--- src/logic/ctmr_map.vh ---
/*
 Register offsets, field positions, reset values and codes of the
 counter/timer with capture and match.
 Assumes a 32-bit APB slave port with byte addresses, each register
 one aligned word.
*/
//
// Contract
// - Each instance has a 32-bit count stepped through a 32-bit prescaler.
// - The count source is the prescaled clock or edges of an external input.
// - Two capture channels store the count when their input transitions.
// - A capture event raises an interrupt only when enabled for that channel.
// - A chosen capture edge can clear both the count and the prescaler.
// - Four match registers; in continuous mode a match keeps counting.
// - Each match can optionally stop the counter, with optional interrupt.
// - Each match can optionally reset the count to zero, optional interrupt.
// - Two match outputs go low, go high, toggle or hold on their match.
// - Matches 0 and 1 can each raise a DMA request on their match.
// - Two independent instances exist, each with its own pins.
// - The count clock is the bus clock or an externally supplied clock.
// - A capture event copies the running count into that capture register.
// - A capture input may be chosen as the counting clock source.
// - A match is declared on the prescaled step taken while a match register equals the running count.
`ifndef CTMR_MAP_VH
`define CTMR_MAP_VH

`define CTMR_OFF_CTRL 8'h00
`define CTMR_OFF_COUNT 8'h04
`define CTMR_OFF_PRESCALE 8'h08
`define CTMR_OFF_PRE_COUNT 8'h0C
`define CTMR_OFF_SOURCE 8'h10
`define CTMR_OFF_MATCH_CTRL 8'h14
`define CTMR_OFF_CAP_CTRL 8'h18
`define CTMR_OFF_EXT_MATCH 8'h1C
`define CTMR_MATCH_PAGE 4'h2
`define CTMR_CAP_PAGE 5'h06
`define CTMR_OFF_INT_STATUS 8'h38
`define CTMR_OFF_INT_MASK 8'h3C
`define CTMR_OFF_DMA_CTRL 8'h40
`define CTMR_INST_BIT 8

`define CTMR_CTRL_EN 0
`define CTMR_CTRL_RST 1
`define CTMR_SRC_PCLK 2'h0
`define CTMR_SRC_EXT 2'h1
`define CTMR_SRC_CAP0 2'h2
`define CTMR_SRC_CAP1 2'h3
`define CTMR_MC_IRQ 0
`define CTMR_MC_RST 1
`define CTMR_MC_STOP 2
`define CTMR_CC_RISE 0
`define CTMR_CC_FALL 1
`define CTMR_CC_IRQ 2
`define CTMR_CC_CLR_EN 8
`define CTMR_CC_CLR_CH 9
`define CTMR_CC_CLR_RISE 10
`define CTMR_CC_CLR_FALL 11
`define CTMR_EM_ACT_LSB 4
`define CTMR_ACT_NONE 2'h0
`define CTMR_ACT_LOW 2'h1
`define CTMR_ACT_HIGH 2'h2
`define CTMR_ACT_TOGGLE 2'h3
`define CTMR_ZERO32 32'h00000000
`define CTMR_ONE32 32'h00000001

`endif

--- src/logic/ctmr_timer.v ---
/*
 Two counter/timer instances behind one APB slave port, each with a
 prescaled 32-bit count, four match registers, two capture channels,
 two match outputs and two DMA requests.
 Assumes all pins are synchronous to pclk and the APB master keeps
 address and data stable through each transfer.
*/
`timescale 1ns/1ns
`include "ctmr_map.vh"

module ctmr_core (
  input wire pclk,
  input wire presetn,
  input wire psel,
  input wire penable,
  input wire pwrite,
  input wire [7:0] paddr,
  input wire [31:0] pwdata,
  output reg [31:0] prdata,
  output wire pslverr,
  input wire cnt_clk_in,
  input wire [1:0] cap_in,
  input wire [1:0] dma_ack,
  output reg [1:0] match_out,
  output reg [1:0] dma_req,
  output wire irq
);

  // ****************************************************************
  // Registers and decode
  // ****************************************************************
  reg ctrl_en;
  reg ctrl_rst;
  reg [31:0] running_count_value;
  wire [31:0] next_count = running_count_value + `CTMR_ONE32;
  reg [31:0] pc;
  reg [31:0] pr;
  reg [1:0] src;
  reg [11:0] mctl;
  reg [11:0] cctl;
  reg [3:0] emr_act;
  reg [31:0] mr [0:3];
  reg [31:0] cr [0:1];
  reg [5:0] stat;
  reg [5:0] mask;
  reg [1:0] dma_en;
  reg prev_ext;
  reg [1:0] prev_cap;
  reg [31:0] rd_data;
  reg rd_ok;
  integer k;

  wire wr = psel & penable & pwrite;
  wire setup = psel & ~penable;
  wire wr_match = wr & (paddr[7:4] == `CTMR_MATCH_PAGE) &
                  (paddr[1:0] == 2'h0);
  assign pslverr = psel & penable & ~rd_ok;

  // ****************************************************************
  // Edges and count ticks
  // ****************************************************************
  wire ext_rise = cnt_clk_in & ~prev_ext;
  wire [1:0] cap_rise = cap_in & ~prev_cap;
  wire [1:0] cap_fall = ~cap_in & prev_cap;
  reg tick;

  always @* begin
    case (src)
      `CTMR_SRC_PCLK: tick = 1'b1;
      `CTMR_SRC_EXT: tick = ext_rise;
      `CTMR_SRC_CAP0: tick = cap_rise[0];
      `CTMR_SRC_CAP1: tick = cap_rise[1];
      default: tick = 1'b0;
    endcase
  end

  wire run = ctrl_en & ~ctrl_rst;
  wire step = run & tick & (pc == pr);

  wire [3:0] hit;
  wire [3:0] m_irq;
  wire [3:0] m_rst;
  wire [3:0] m_stop;
  wire [1:0] cap_ev;
  wire [1:0] c_irq;

  genvar g;
  generate
    for (g = 0; g < 4; g = g + 1) begin : gm
      // A match acts on the prescaled step taken while count equals it.
      assign hit[g] = step & (running_count_value == mr[g]);
      assign m_irq[g] = mctl[3 * g + `CTMR_MC_IRQ];
      assign m_rst[g] = mctl[3 * g + `CTMR_MC_RST];
      assign m_stop[g] = mctl[3 * g + `CTMR_MC_STOP];
    end
    for (g = 0; g < 2; g = g + 1) begin : gc
      assign cap_ev[g] = (cctl[3 * g + `CTMR_CC_RISE] & cap_rise[g]) |
                         (cctl[3 * g + `CTMR_CC_FALL] & cap_fall[g]);
      assign c_irq[g] = cctl[3 * g + `CTMR_CC_IRQ];
    end
  endgenerate

  wire any_stop = |(hit & m_stop);
  wire any_rst = |(hit & m_rst);
  wire clr_ch = cctl[`CTMR_CC_CLR_CH];
  wire clr = cctl[`CTMR_CC_CLR_EN] &
             ((cctl[`CTMR_CC_CLR_RISE] & cap_rise[clr_ch]) |
              (cctl[`CTMR_CC_CLR_FALL] & cap_fall[clr_ch]));

  // ****************************************************************
  // Count and prescaler
  // ****************************************************************
  always @(posedge pclk or negedge presetn) begin
    if (!presetn) begin
      running_count_value <= `CTMR_ZERO32;
      pc <= `CTMR_ZERO32;
    end else if (wr && paddr == `CTMR_OFF_COUNT) begin
      running_count_value <= pwdata;
      pc <= `CTMR_ZERO32;
    end else if (ctrl_rst || clr) begin
      running_count_value <= `CTMR_ZERO32;
      pc <= `CTMR_ZERO32;
    end else if (run && tick) begin
      if (pc == pr) begin
        pc <= `CTMR_ZERO32;
        if (any_stop)
          running_count_value <= running_count_value;
        else if (any_rst)
          running_count_value <= `CTMR_ZERO32;
        else
          running_count_value <= next_count;
      end else begin
        pc <= pc + `CTMR_ONE32;
      end
    end
  end

  // ****************************************************************
  // Control registers
  // ****************************************************************
  always @(posedge pclk or negedge presetn) begin
    if (!presetn) begin
      ctrl_en <= 1'b0;
      ctrl_rst <= 1'b0;
      pr <= `CTMR_ZERO32;
      src <= `CTMR_SRC_PCLK;
      mctl <= 12'h000;
      cctl <= 12'h000;
      mask <= 6'h00;
      dma_en <= 2'h0;
      for (k = 0; k < 4; k = k + 1)
        mr[k] <= `CTMR_ZERO32;
    end else begin
      if (any_stop)
        ctrl_en <= 1'b0;
      else if (wr && paddr == `CTMR_OFF_CTRL)
        ctrl_en <= pwdata[`CTMR_CTRL_EN];
      if (wr && paddr == `CTMR_OFF_CTRL)
        ctrl_rst <= pwdata[`CTMR_CTRL_RST];
      if (wr && paddr == `CTMR_OFF_PRESCALE)
        pr <= pwdata;
      if (wr && paddr == `CTMR_OFF_SOURCE)
        src <= pwdata[1:0];
      if (wr && paddr == `CTMR_OFF_MATCH_CTRL)
        mctl <= pwdata[11:0];
      if (wr && paddr == `CTMR_OFF_CAP_CTRL)
        cctl <= pwdata[11:0];
      if (wr && paddr == `CTMR_OFF_INT_MASK)
        mask <= pwdata[5:0];
      if (wr && paddr == `CTMR_OFF_DMA_CTRL)
        dma_en <= pwdata[1:0];
      if (wr_match)
        mr[paddr[3:2]] <= pwdata;
    end
  end

  // ****************************************************************
  // Capture, flags, outputs and DMA
  // ****************************************************************
  always @(posedge pclk or negedge presetn) begin
    if (!presetn) begin
      prev_ext <= 1'b0;
      prev_cap <= 2'h0;
      cr[0] <= `CTMR_ZERO32;
      cr[1] <= `CTMR_ZERO32;
    end else begin
      prev_ext <= cnt_clk_in;
      prev_cap <= cap_in;
      for (k = 0; k < 2; k = k + 1)
        if (cap_ev[k])
          cr[k] <= running_count_value;
    end
  end

  // A new event wins over a write-one clear in the same cycle.
  always @(posedge pclk or negedge presetn) begin
    if (!presetn)
      stat <= 6'h00;
    else if (wr && paddr == `CTMR_OFF_INT_STATUS)
      stat <= (stat & ~pwdata[5:0]) | {cap_ev, hit};
    else
      stat <= stat | {cap_ev, hit};
  end

  assign irq = |(stat & mask & {c_irq, m_irq});

  always @(posedge pclk or negedge presetn) begin
    if (!presetn) begin
      match_out <= 2'h0;
      emr_act <= 4'h0;
      dma_req <= 2'h0;
    end else begin
      if (wr && paddr == `CTMR_OFF_EXT_MATCH)
        emr_act <= pwdata[`CTMR_EM_ACT_LSB + 3:`CTMR_EM_ACT_LSB];
      for (k = 0; k < 2; k = k + 1) begin
        if (hit[k]) begin
          case (emr_act[2 * k +: 2])
            `CTMR_ACT_LOW: match_out[k] <= 1'b0;
            `CTMR_ACT_HIGH: match_out[k] <= 1'b1;
            `CTMR_ACT_TOGGLE: match_out[k] <= ~match_out[k];
            default: match_out[k] <= match_out[k];
          endcase
        end else if (wr && paddr == `CTMR_OFF_EXT_MATCH) begin
          match_out[k] <= pwdata[k];
        end
        if (hit[k] && dma_en[k])
          dma_req[k] <= 1'b1;
        else if (dma_ack[k])
          dma_req[k] <= 1'b0;
      end
    end
  end

  // ****************************************************************
  // Read path
  // ****************************************************************
  always @* begin
    rd_data = `CTMR_ZERO32;
    rd_ok = 1'b1;
    if (paddr[7:4] == `CTMR_MATCH_PAGE)
      rd_data = mr[paddr[3:2]];
    else if (paddr[7:3] == `CTMR_CAP_PAGE && paddr[1:0] == 2'h0)
      rd_data = cr[paddr[2]];
    else begin
      case (paddr)
        `CTMR_OFF_CTRL: rd_data = {30'h00000000, ctrl_rst, ctrl_en};
        `CTMR_OFF_COUNT: rd_data = running_count_value;
        `CTMR_OFF_PRESCALE: rd_data = pr;
        `CTMR_OFF_PRE_COUNT: rd_data = pc;
        `CTMR_OFF_SOURCE: rd_data = {30'h00000000, src};
        `CTMR_OFF_MATCH_CTRL: rd_data = {20'h00000, mctl};
        `CTMR_OFF_CAP_CTRL: rd_data = {20'h00000, cctl};
        `CTMR_OFF_EXT_MATCH: rd_data = {24'h000000, emr_act, 2'h0, match_out};
        `CTMR_OFF_INT_STATUS: rd_data = {26'h0000000, stat};
        `CTMR_OFF_INT_MASK: rd_data = {26'h0000000, mask};
        `CTMR_OFF_DMA_CTRL: rd_data = {28'h0000000, dma_req, dma_en};
        default: begin
          rd_data = `CTMR_ZERO32;
          rd_ok = 1'b0;
        end
      endcase
    end
    if (paddr[1:0] != 2'h0)
      rd_ok = 1'b0;
  end

  always @(posedge pclk or negedge presetn) begin
    if (!presetn)
      prdata <= `CTMR_ZERO32;
    else if (setup && !pwrite)
      prdata <= rd_data;
  end

endmodule

// ******************************************************************
// Top: two instances, selected by one address bit
// ******************************************************************
module ctmr_timer (
  input wire pclk,
  input wire presetn,
  input wire psel,
  input wire penable,
  input wire pwrite,
  input wire [11:0] paddr,
  input wire [31:0] pwdata,
  output wire [31:0] prdata,
  output wire pready,
  output wire pslverr,
  output wire irq,
  input wire cnt_clk_a,
  input wire [1:0] cap_a,
  input wire [1:0] dma_ack_a,
  output wire [1:0] match_out_a,
  output wire [1:0] dma_req_a,
  input wire cnt_clk_b,
  input wire [1:0] cap_b,
  input wire [1:0] dma_ack_b,
  output wire [1:0] match_out_b,
  output wire [1:0] dma_req_b
);

  wire sel_b = paddr[`CTMR_INST_BIT];
  wire hi_ok = (paddr[11:`CTMR_INST_BIT + 1] == 3'h0);
  wire [31:0] rd_a;
  wire [31:0] rd_b;
  wire err_a;
  wire err_b;
  wire irq_a;
  wire irq_b;
  reg rd_sel_b;

  assign pready = 1'b1;
  assign prdata = rd_sel_b ? rd_b : rd_a;

  // The instance select is kept with the read data so that prdata stands
  // between reads even while the address moves to the other instance.
  always @(posedge pclk or negedge presetn) begin
    if (!presetn)
      rd_sel_b <= 1'b0;
    else if (psel && !penable && !pwrite)
      rd_sel_b <= sel_b;
  end
  assign pslverr = (psel & penable & ~hi_ok) | (sel_b ? err_b : err_a);
  assign irq = irq_a | irq_b;

  // Each instance keeps its own pins and registers.
  ctmr_core timer_instance_a (
    .pclk(pclk),
    .presetn(presetn),
    .psel(psel & hi_ok & ~sel_b),
    .penable(penable),
    .pwrite(pwrite),
    .paddr(paddr[7:0]),
    .pwdata(pwdata),
    .prdata(rd_a),
    .pslverr(err_a),
    .cnt_clk_in(cnt_clk_a),
    .cap_in(cap_a),
    .dma_ack(dma_ack_a),
    .match_out(match_out_a),
    .dma_req(dma_req_a),
    .irq(irq_a)
  );

  ctmr_core timer_instance_b (
    .pclk(pclk),
    .presetn(presetn),
    .psel(psel & hi_ok & sel_b),
    .penable(penable),
    .pwrite(pwrite),
    .paddr(paddr[7:0]),
    .pwdata(pwdata),
    .prdata(rd_b),
    .pslverr(err_b),
    .cnt_clk_in(cnt_clk_b),
    .cap_in(cap_b),
    .dma_ack(dma_ack_b),
    .match_out(match_out_b),
    .dma_req(dma_req_b),
    .irq(irq_b)
  );

endmodule

--- config.mk ---
export PLATFORM = sky130hd
export DESIGN_NAME = ctmr_timer
export DESIGN_NICKNAME = d
export VERILOG_FILES = /design/src/logic/ctmr_timer.v
export VERILOG_INCLUDE_DIRS = /design/src /design/src/logic
export SDC_FILE = /design/constraint.sdc
export NUM_CORES = 2
export LEC_CHECK = 0
export BUFFER_PORTS_ARGS = -buffer_cell sky130_fd_sc_hd__buf_2
export CAP_MARGIN = 20
export CORE_MARGIN = 3
export CORE_UTILIZATION = 45
export CTS_BUF_LIST = sky130_fd_sc_hd__clkbuf_8 sky130_fd_sc_hd__clkbuf_16
export CTS_CLUSTER_DIAMETER = 40
export DETAILED_ROUTE_END_ITERATION = 7
export SYNTH_ARGS = -nofsm -noshare
export SYNTH_HDL_FRONTEND = slang
export SYNTH_SLANG_ARGS = --single-unit
--- constraint.sdc ---
create_clock -name pclk -period 4.2 [get_ports pclk]
set_clock_uncertainty 0.05 [all_clocks]
set_input_delay 0.21 -clock pclk [delete_from_list [all_inputs] [get_ports pclk]]
set_output_delay 0.21 -clock pclk [all_outputs]
set_load 0.05 [all_outputs]
* Yosys cells after proc, flatten, opt, wreduce, memory -nomap -nowiden *
Index checks and enable logic that the tools add are counted.

word-level totals
  flip-flop bits (word level) = 747
  input port bits = 59
  output and inout port bits = 43
  logic and storage cells = 351

operators by class
  add/subtract/negate cells = 4
  $lt $le $gt $ge = 5
  equality and inequality tests = 46
  multiplexer cells = 84
  bitwise logic cells = 92
  reductions and logical operators = 69

operators by type and width
  cell                     number
  $mux W32                 36
  $pmux W32 S11            2
  $eq A32 B32 Y1           10
  $bwmux W128              2
  $add A32 B1 Y32 const B  4
  $bmux W32 S2             2
  $demux W32 S2            1
  $and A1 B1 Y1            47
  $and A6 B6 Y6            6
  $mux W1                  33
  $eq A8 B5 Y1 const B     4
  $logic_and A1 B1 Y1      32
  $eq A2 B2 Y1 const B     12
  $or A6 B6 Y6             4
  $reduce_bool A2 Y1       11
  $and A4 B4 Y4            4
  $eq A8 B4 Y1 const B     2
  $eq A8 B6 Y1 const B     2
  $ne A4 B4 Y1 const B     4
  $reduce_or A4 Y1         4
  $eq A2 B1 Y1 const B     6
  $mux W6                  2
  $not A1 Y1               12
  $pmux W1 S3              4
  other kinds (26)         54

* Logic depth before layout (Yosys ltp) *
  word-level depth = 14
  gate-level depth with buffers = 12
  gate-level depth less buffers = 9

* Cells and area by module *
Synthesis repeated with hierarchy kept, for this count alone.

second synthesis, totals
  cell total of the unflattened synthesis = 3,461
  area, all modules = 39,554.2 sq um

modules (own cells, without submodules)
  module                        instances  cells each  area an instance (sq um)  sequential area each (sq um)
  ctmr_core (timer_instance_b)  1          1,725       19,497.4                  9,334.0
  ctmr_core (timer_instance_a)  1          1,688       19,416.1                  9,334.0
  ctmr_timer                    1          48          640.6                     25.0

* Worst setup path before layout *
No wires, ideal clock.

  path kind = reg2reg
  start = reg timer_instance_b.pc[2]
  end = reg timer_instance_b.running_count_value[22]
  setup time = 130 ps
  data arrival time = 2,661 ps
  required time = 4,020 ps
  path slack = 1,359 ps
  stages on the path, launching flop included = 13
  path buffers = 4
  period minus slack after synthesis = 2,841 ps
  cells stage by stage = dfrtp_1 clkbuf_1 xor2_1 nor4_1 nand4_1 or4_1 clkbuf_1 nor3_1 nor3_1 buf_2 buf_2 a22oi_1 o22ai_1

on the way
  word-level cells in the longest chain between the ends = 11
  elaborated cells between the ends (all ways) = 19
  those cells by class = eq/ne (2); mux (6); bitwise (7); reduce/logical (4)

ends and longest elaborated chain
  element                 line                               source
  start, declared         ctmr_timer.v:36                    reg [31:0] pc;
  start signal, assigned  ctmr_timer.v:116                   pc <= `CTMR_ZERO32;
  start signal, assigned  ctmr_timer.v:119                   pc <= `CTMR_ZERO32;
  start signal, assigned  ctmr_timer.v:122                   pc <= `CTMR_ZERO32;
  $eq A32 B32 Y1 (*)      ctmr_timer.v:78, ctmr_timer.v:124
  $and A1 B1 Y1           ctmr_timer.v:78                    wire step = run & tick & (pc == pr);
  $and A1 B1 Y1           ctmr_timer.v:91                    assign hit[g] = step & (running_count_value == mr[g]);
  $and A4 B4 Y4           ctmr_timer.v:104                   wire any_rst = |(hit & m_rst);
  $reduce_or A4 Y1        ctmr_timer.v:104
  $mux W32                ctmr_timer.v:128                   else if (any_rst)
  $mux W32                ctmr_timer.v:126                   if (any_stop)
  $mux W32                ctmr_timer.v:124                   if (pc == pr) begin
  $mux W32                ctmr_timer.v:123                   end else if (run && tick) begin
  $mux W32                ctmr_timer.v:120                   end else if (ctrl_rst || clr) begin
  $mux W32                ctmr_timer.v:117                   end else if (wr && paddr == `CTMR_OFF_COUNT) begin
  end signal, assigned    ctmr_timer.v:118                   running_count_value <= pwdata;
  end signal, assigned    ctmr_timer.v:121                   running_count_value <= `CTMR_ZERO32;
  end signal, assigned    ctmr_timer.v:127                   running_count_value <= running_count_value;
  end, declared           ctmr_timer.v:34                    reg [31:0] running_count_value;

Mark *: on every way between the ends. The rest lies on a longest branch, timed or not. The select of a mux whose other input is x is not followed.
A chain may end at the register's enable or synchronous reset.

* Final worst setup path *
  start = reg timer_instance_b.pc[3]
  end = reg timer_instance_b.running_count_value[20]

Same word-level chain as after synthesis.

==> run metrics <==
IO Pins slightly above 100; CTS tree done; EDFF count, synth 0; gpl congestion around 0.99; Total Neg Setup Slack 0 ns; crit path cell chain xor2_1 -> nor4_1 -> nand4_1 -> or4_1 -> nor3_1 -> nor3_2 -> buf_4 -> a32oi_1 -> o21ai_0; post-synthesis instance area around 0.040 mm2; final hold violations 0; Final period util between 90% and 100%; # Max-Cap Violations 0; crit-path max cell delay between 0.7 and 0.8 ns; Sw Pwr around 4.6 mW; CP Data Required Time about 4.7 ns; Overflow after GRT 0; layout cell share with drive strength beyond 1 about 30%; Async S/R FF share, synth between 90% and 100%; Layout area overhead 16.61%; DIE HEIGHT between 300 and 400 um; Avg WL per Cell ~30 um; Initial Utilization between 40% and 50%; CTS Root Cell clkbuf_16; met3 wire len roughly 14 mm; DRT antenna net count 0; power per cell area roughly 400 mW/mm2; number of cells on the worst reg-to-reg path 9; critical path's top delay family simple AND/OR/NAND/NOR gates; most common cell in the synthesized netlist dfrtp_1; Buf/Inv on CP 1; Synth area leader dfrtp_1; crit start category flop; top routing layer in use met5; Final WS setup ~0.28 ns; cts bufs inserted 120; Clock transition at path regs ~0.060 ns; 1st-iter DRT viols around 3.5k; Tmin final 3.920 ns; area of the die between 0.09 and 0.1 mm2; Core ar. approximately 0.087 mm2; power share of the combinational group between 5 and 6%; clock sinks between 700 and 800; cell area after layout between 0.04 and 0.05 mm2; Top FF cell, synth dfrtp_1; clock share of power roughly 55%; internal power 13.99 mW; Reg area between 0.015 and 0.02 mm2; Achievable Freq around 0.26 GHz; PostCTS Resize Cnt 0; HPWL Detailed between 90 and 100 mm; final setup fails 0; RR Endpoint timer_instance_b.running_count_value[20]$_DFFE_PN0P_; status finished, final reports clean; syn_nets between 3k and 4k; sequential power share between 30% and 40%; Worst Hold Path EP timer_instance_b.prdata[7]$_DFFE_PN0P_; Max rail drop VDD 0.3962 mV; #FFs+latches synth about 750; Netlist cell types slightly below 80; synth cell count leaders dfrtp_1, mux2_2, xnor2_1, clkbuf_1, nand2_1; vias in the first global route ~29k; final max-slew violation count 0; router iterations before antenna repair 6; Area after DPL 0.04193 mm2; WS Path Type reg2reg; Mean Syn Cell Area 11.36 um2; fill cell count 7727; Leak Pwr 20.86 nW; Worst slew margin 27.00%; Tot GR Track Use between 30% and 40%; multi-input logic area slightly below 0.02 mm2; DRT Wirelength around 140 mm; Via density approximately 6.3; worst hold path type in2reg; largest net degree at the start of global routing 94; post-synthesis sequential area ratio 46.94%; Worst-Skew Late Latency 0.71 ns; top-area cell type share of the netlist area between 40% and 50%; Hold Path Depth 5; antenna violations before repair 6; Crit. End Element flop; n_diodes 0; Clock Tree Buf Depth 3; Max FO, Critical Path 58; Reg2Reg Setup Slack between 0.2 and 0.3 ns; unrepaired setup endpoints after global routing false; critical-path cell with the highest stage delay or4_1; # rows ~110; die width between 300 and 400 um; actual slew at the worst max-slew pin between 1 and 1.5 ns; met2 wire length 60.38 mm; number of I/O port buffers 100; Worst EP arrival 4.42 ns; Worst Hold Launch pwrite; overall via count from detail_route between 30k and 40k; Worst R2R Start timer_instance_b.pc[3]$_DFFE_PN0P_; switching share of total power 24.79%; cell count along the critical path 9; H-Tree Level Count 3; DP Worst Slack ~0.45 ns; first-pass GRT wire length just over 200 mm; WL met1 about 60 mm; nets@finish 3649; YS warnings 0; Post-Synthesis Cells 3504; synth top area cells dfrtp_1, mux2_2, xnor2_1; number of remaining DRC errors 0
-- metrics by stage --
stage / cells / utilization (%) / hold WS [ns] / total power, mW
final: 4838 / 53.19 / 0.01718 / 18.60
after global routing: 4838 / 53.19 / 0.05281 / 19.11
after CTS: 4836 / 53.16 / 0.01063 / 18.70
after detailed placement: 4588 / 48.04 / 0.2850 / 8.413
after global placement: 4586 / 47.97 / 0.2818 / 8.409
after floorplan: 3504 / - / -0.1356 / 7.932
-- flip-flops by register name, summed over array words and instances, names as in the netlist, 4 cells and up --
signal,flops
timer_instance_a.mctl,12
timer_instance_a.pc,32
timer_instance_a.cr,64
timer_instance_b.cr,64
timer_instance_a.emr_act,4
timer_instance_b.stat,6
timer_instance_b.mask,6
timer_instance_b.prdata,32
timer_instance_a.mask,6
timer_instance_a.mr,128
timer_instance_b.pc,32
timer_instance_a.running_count_value,32
timer_instance_b.running_count_value,32
timer_instance_a.pr,32
timer_instance_b.pr,32
timer_instance_a.stat,6
timer_instance_b.mr,128
timer_instance_b.cctl,12
timer_instance_b.emr_act,4
timer_instance_a.cctl,12
timer_instance_a.prdata,32
timer_instance_b.mctl,12
-- cell families (layout without fill, tap and decap cells) --
family          Yosys count  after routing  synth area share [%]
buf+inv                 369            548                 3.579
simple gates            725            725                 9.291
flops                   747            747                 46.94
compound gates          571            571                 9.744
other cells               1              1              0.009417
fa+ha+maj                 8              8                0.2514
mux                     727            727                 22.35
xor+xnor                356            356                 7.830
-- worst register-to-register path, delay by kind of cell, from the launching register on --
family          cells  cell delay (ns)
flops               1             0.46
simple gates        5             2.24
buf+inv             1             0.33
xor+xnor            1             0.26
compound gates      2             0.45
-- layer usage --
layer | up-vias | global-route usage (%)
met5 | - | 0
met4 | 8 | 9.998
met3 | 247 | 7.420
met2 | 1474 | 44.40
met1 | 15796 | 45.00
li1 | 12945 | -
-- area by class of cell --
| cell class | count | share of cell area [%] |
|---|---|---|
| multi-input cells | 2388 | 42.70 |
| clock inverters | 89 | 2.204 |
| inverters | 73 | 0.5901 |
| clock buffers | 134 | 6.882 |
| flip-flops and latches | 747 | 40.26 |
| repair buffers | 252 | 4.252 |
| well taps | 1155 | 3.112 |
-- how the worst max path moves through the flow --
stage | from | to | slack [ns]
2_1_floorplan | timer_instance_b.pc[2]$_DFFE_PN0P_ | timer_instance_b.running_count_value[22]$_DFFE_PN0P_ | 1.36
3_3_place_gp | timer_instance_b.pc[3]$_DFFE_PN0P_ | timer_instance_b.running_count_value[1]$_DFFE_PN0P_ | 0.45
3_5_place_dp | timer_instance_b.pc[3]$_DFFE_PN0P_ | timer_instance_b.running_count_value[14]$_DFFE_PN0P_ | 0.45
4_1_cts | timer_instance_b.pc[3]$_DFFE_PN0P_ | timer_instance_b.running_count_value[20]$_DFFE_PN0P_ | 0.41
5_1_grt | timer_instance_b.pc[3]$_DFFE_PN0P_ | timer_instance_b.running_count_value[23]$_DFFE_PN0P_ | 0.18
6_report | timer_instance_b.pc[3]$_DFFE_PN0P_ | timer_instance_b.running_count_value[20]$_DFFE_PN0P_ | 0.28
-- power groups by stage --
stage	Clock, mW	Sequential [mW]	Combinational (mW)
global route	10.7	7.33	1.04
global placement	0	7.45	0.962
CTS	10.4	7.33	0.987
detailed placement	0	7.45	0.963
finish	10.3	7.33	0.983
floorplan	0	7.43	0.506
-- repair_timing --
item	4_1_cts	5_1_grt
hold buffers	25	0
endpoints found under the hold margin	122	0
buffers inserted	0	0
-- cell usage in the layout (no fill, tap or decap), types with 17 or more instances in the layout --
cell | Yosys | layout
nor2b_1 | 20 | 19
buf_2 | 26 | 97
o21a_1 | 21 | 21
nor4_1 | 33 | 32
and3_1 | 26 | 26
dlygate4sd3_1 | 0 | 25
nand2_1 | 184 | 183
o2111ai_1 | 21 | 21
buf_4 | 2 | 108
inv_1 | 73 | 81
mux2i_1 | 68 | 68
a32oi_1 | 31 | 31
o21ai_0 | 168 | 168
o221ai_1 | 18 | 18
a221oi_1 | 30 | 30
clkbuf_16 | 0 | 120
nor3_1 | 36 | 30
xor2_1 | 63 | 63
nand4_1 | 103 | 103
nand3_1 | 89 | 88
mux2_2 | 584 | 584
xnor2_1 | 293 | 293
a22oi_1 | 83 | 83
a21oi_1 | 63 | 63
o22ai_1 | 22 | 22
mux4_2 | 71 | 71
clkinvlp_4 | 0 | 17
dfrtp_1 | 747 | 747
a22o_1 | 24 | 24
nor2_1 | 144 | 139
Note: power is estimated with default switching activity, not from simulation.
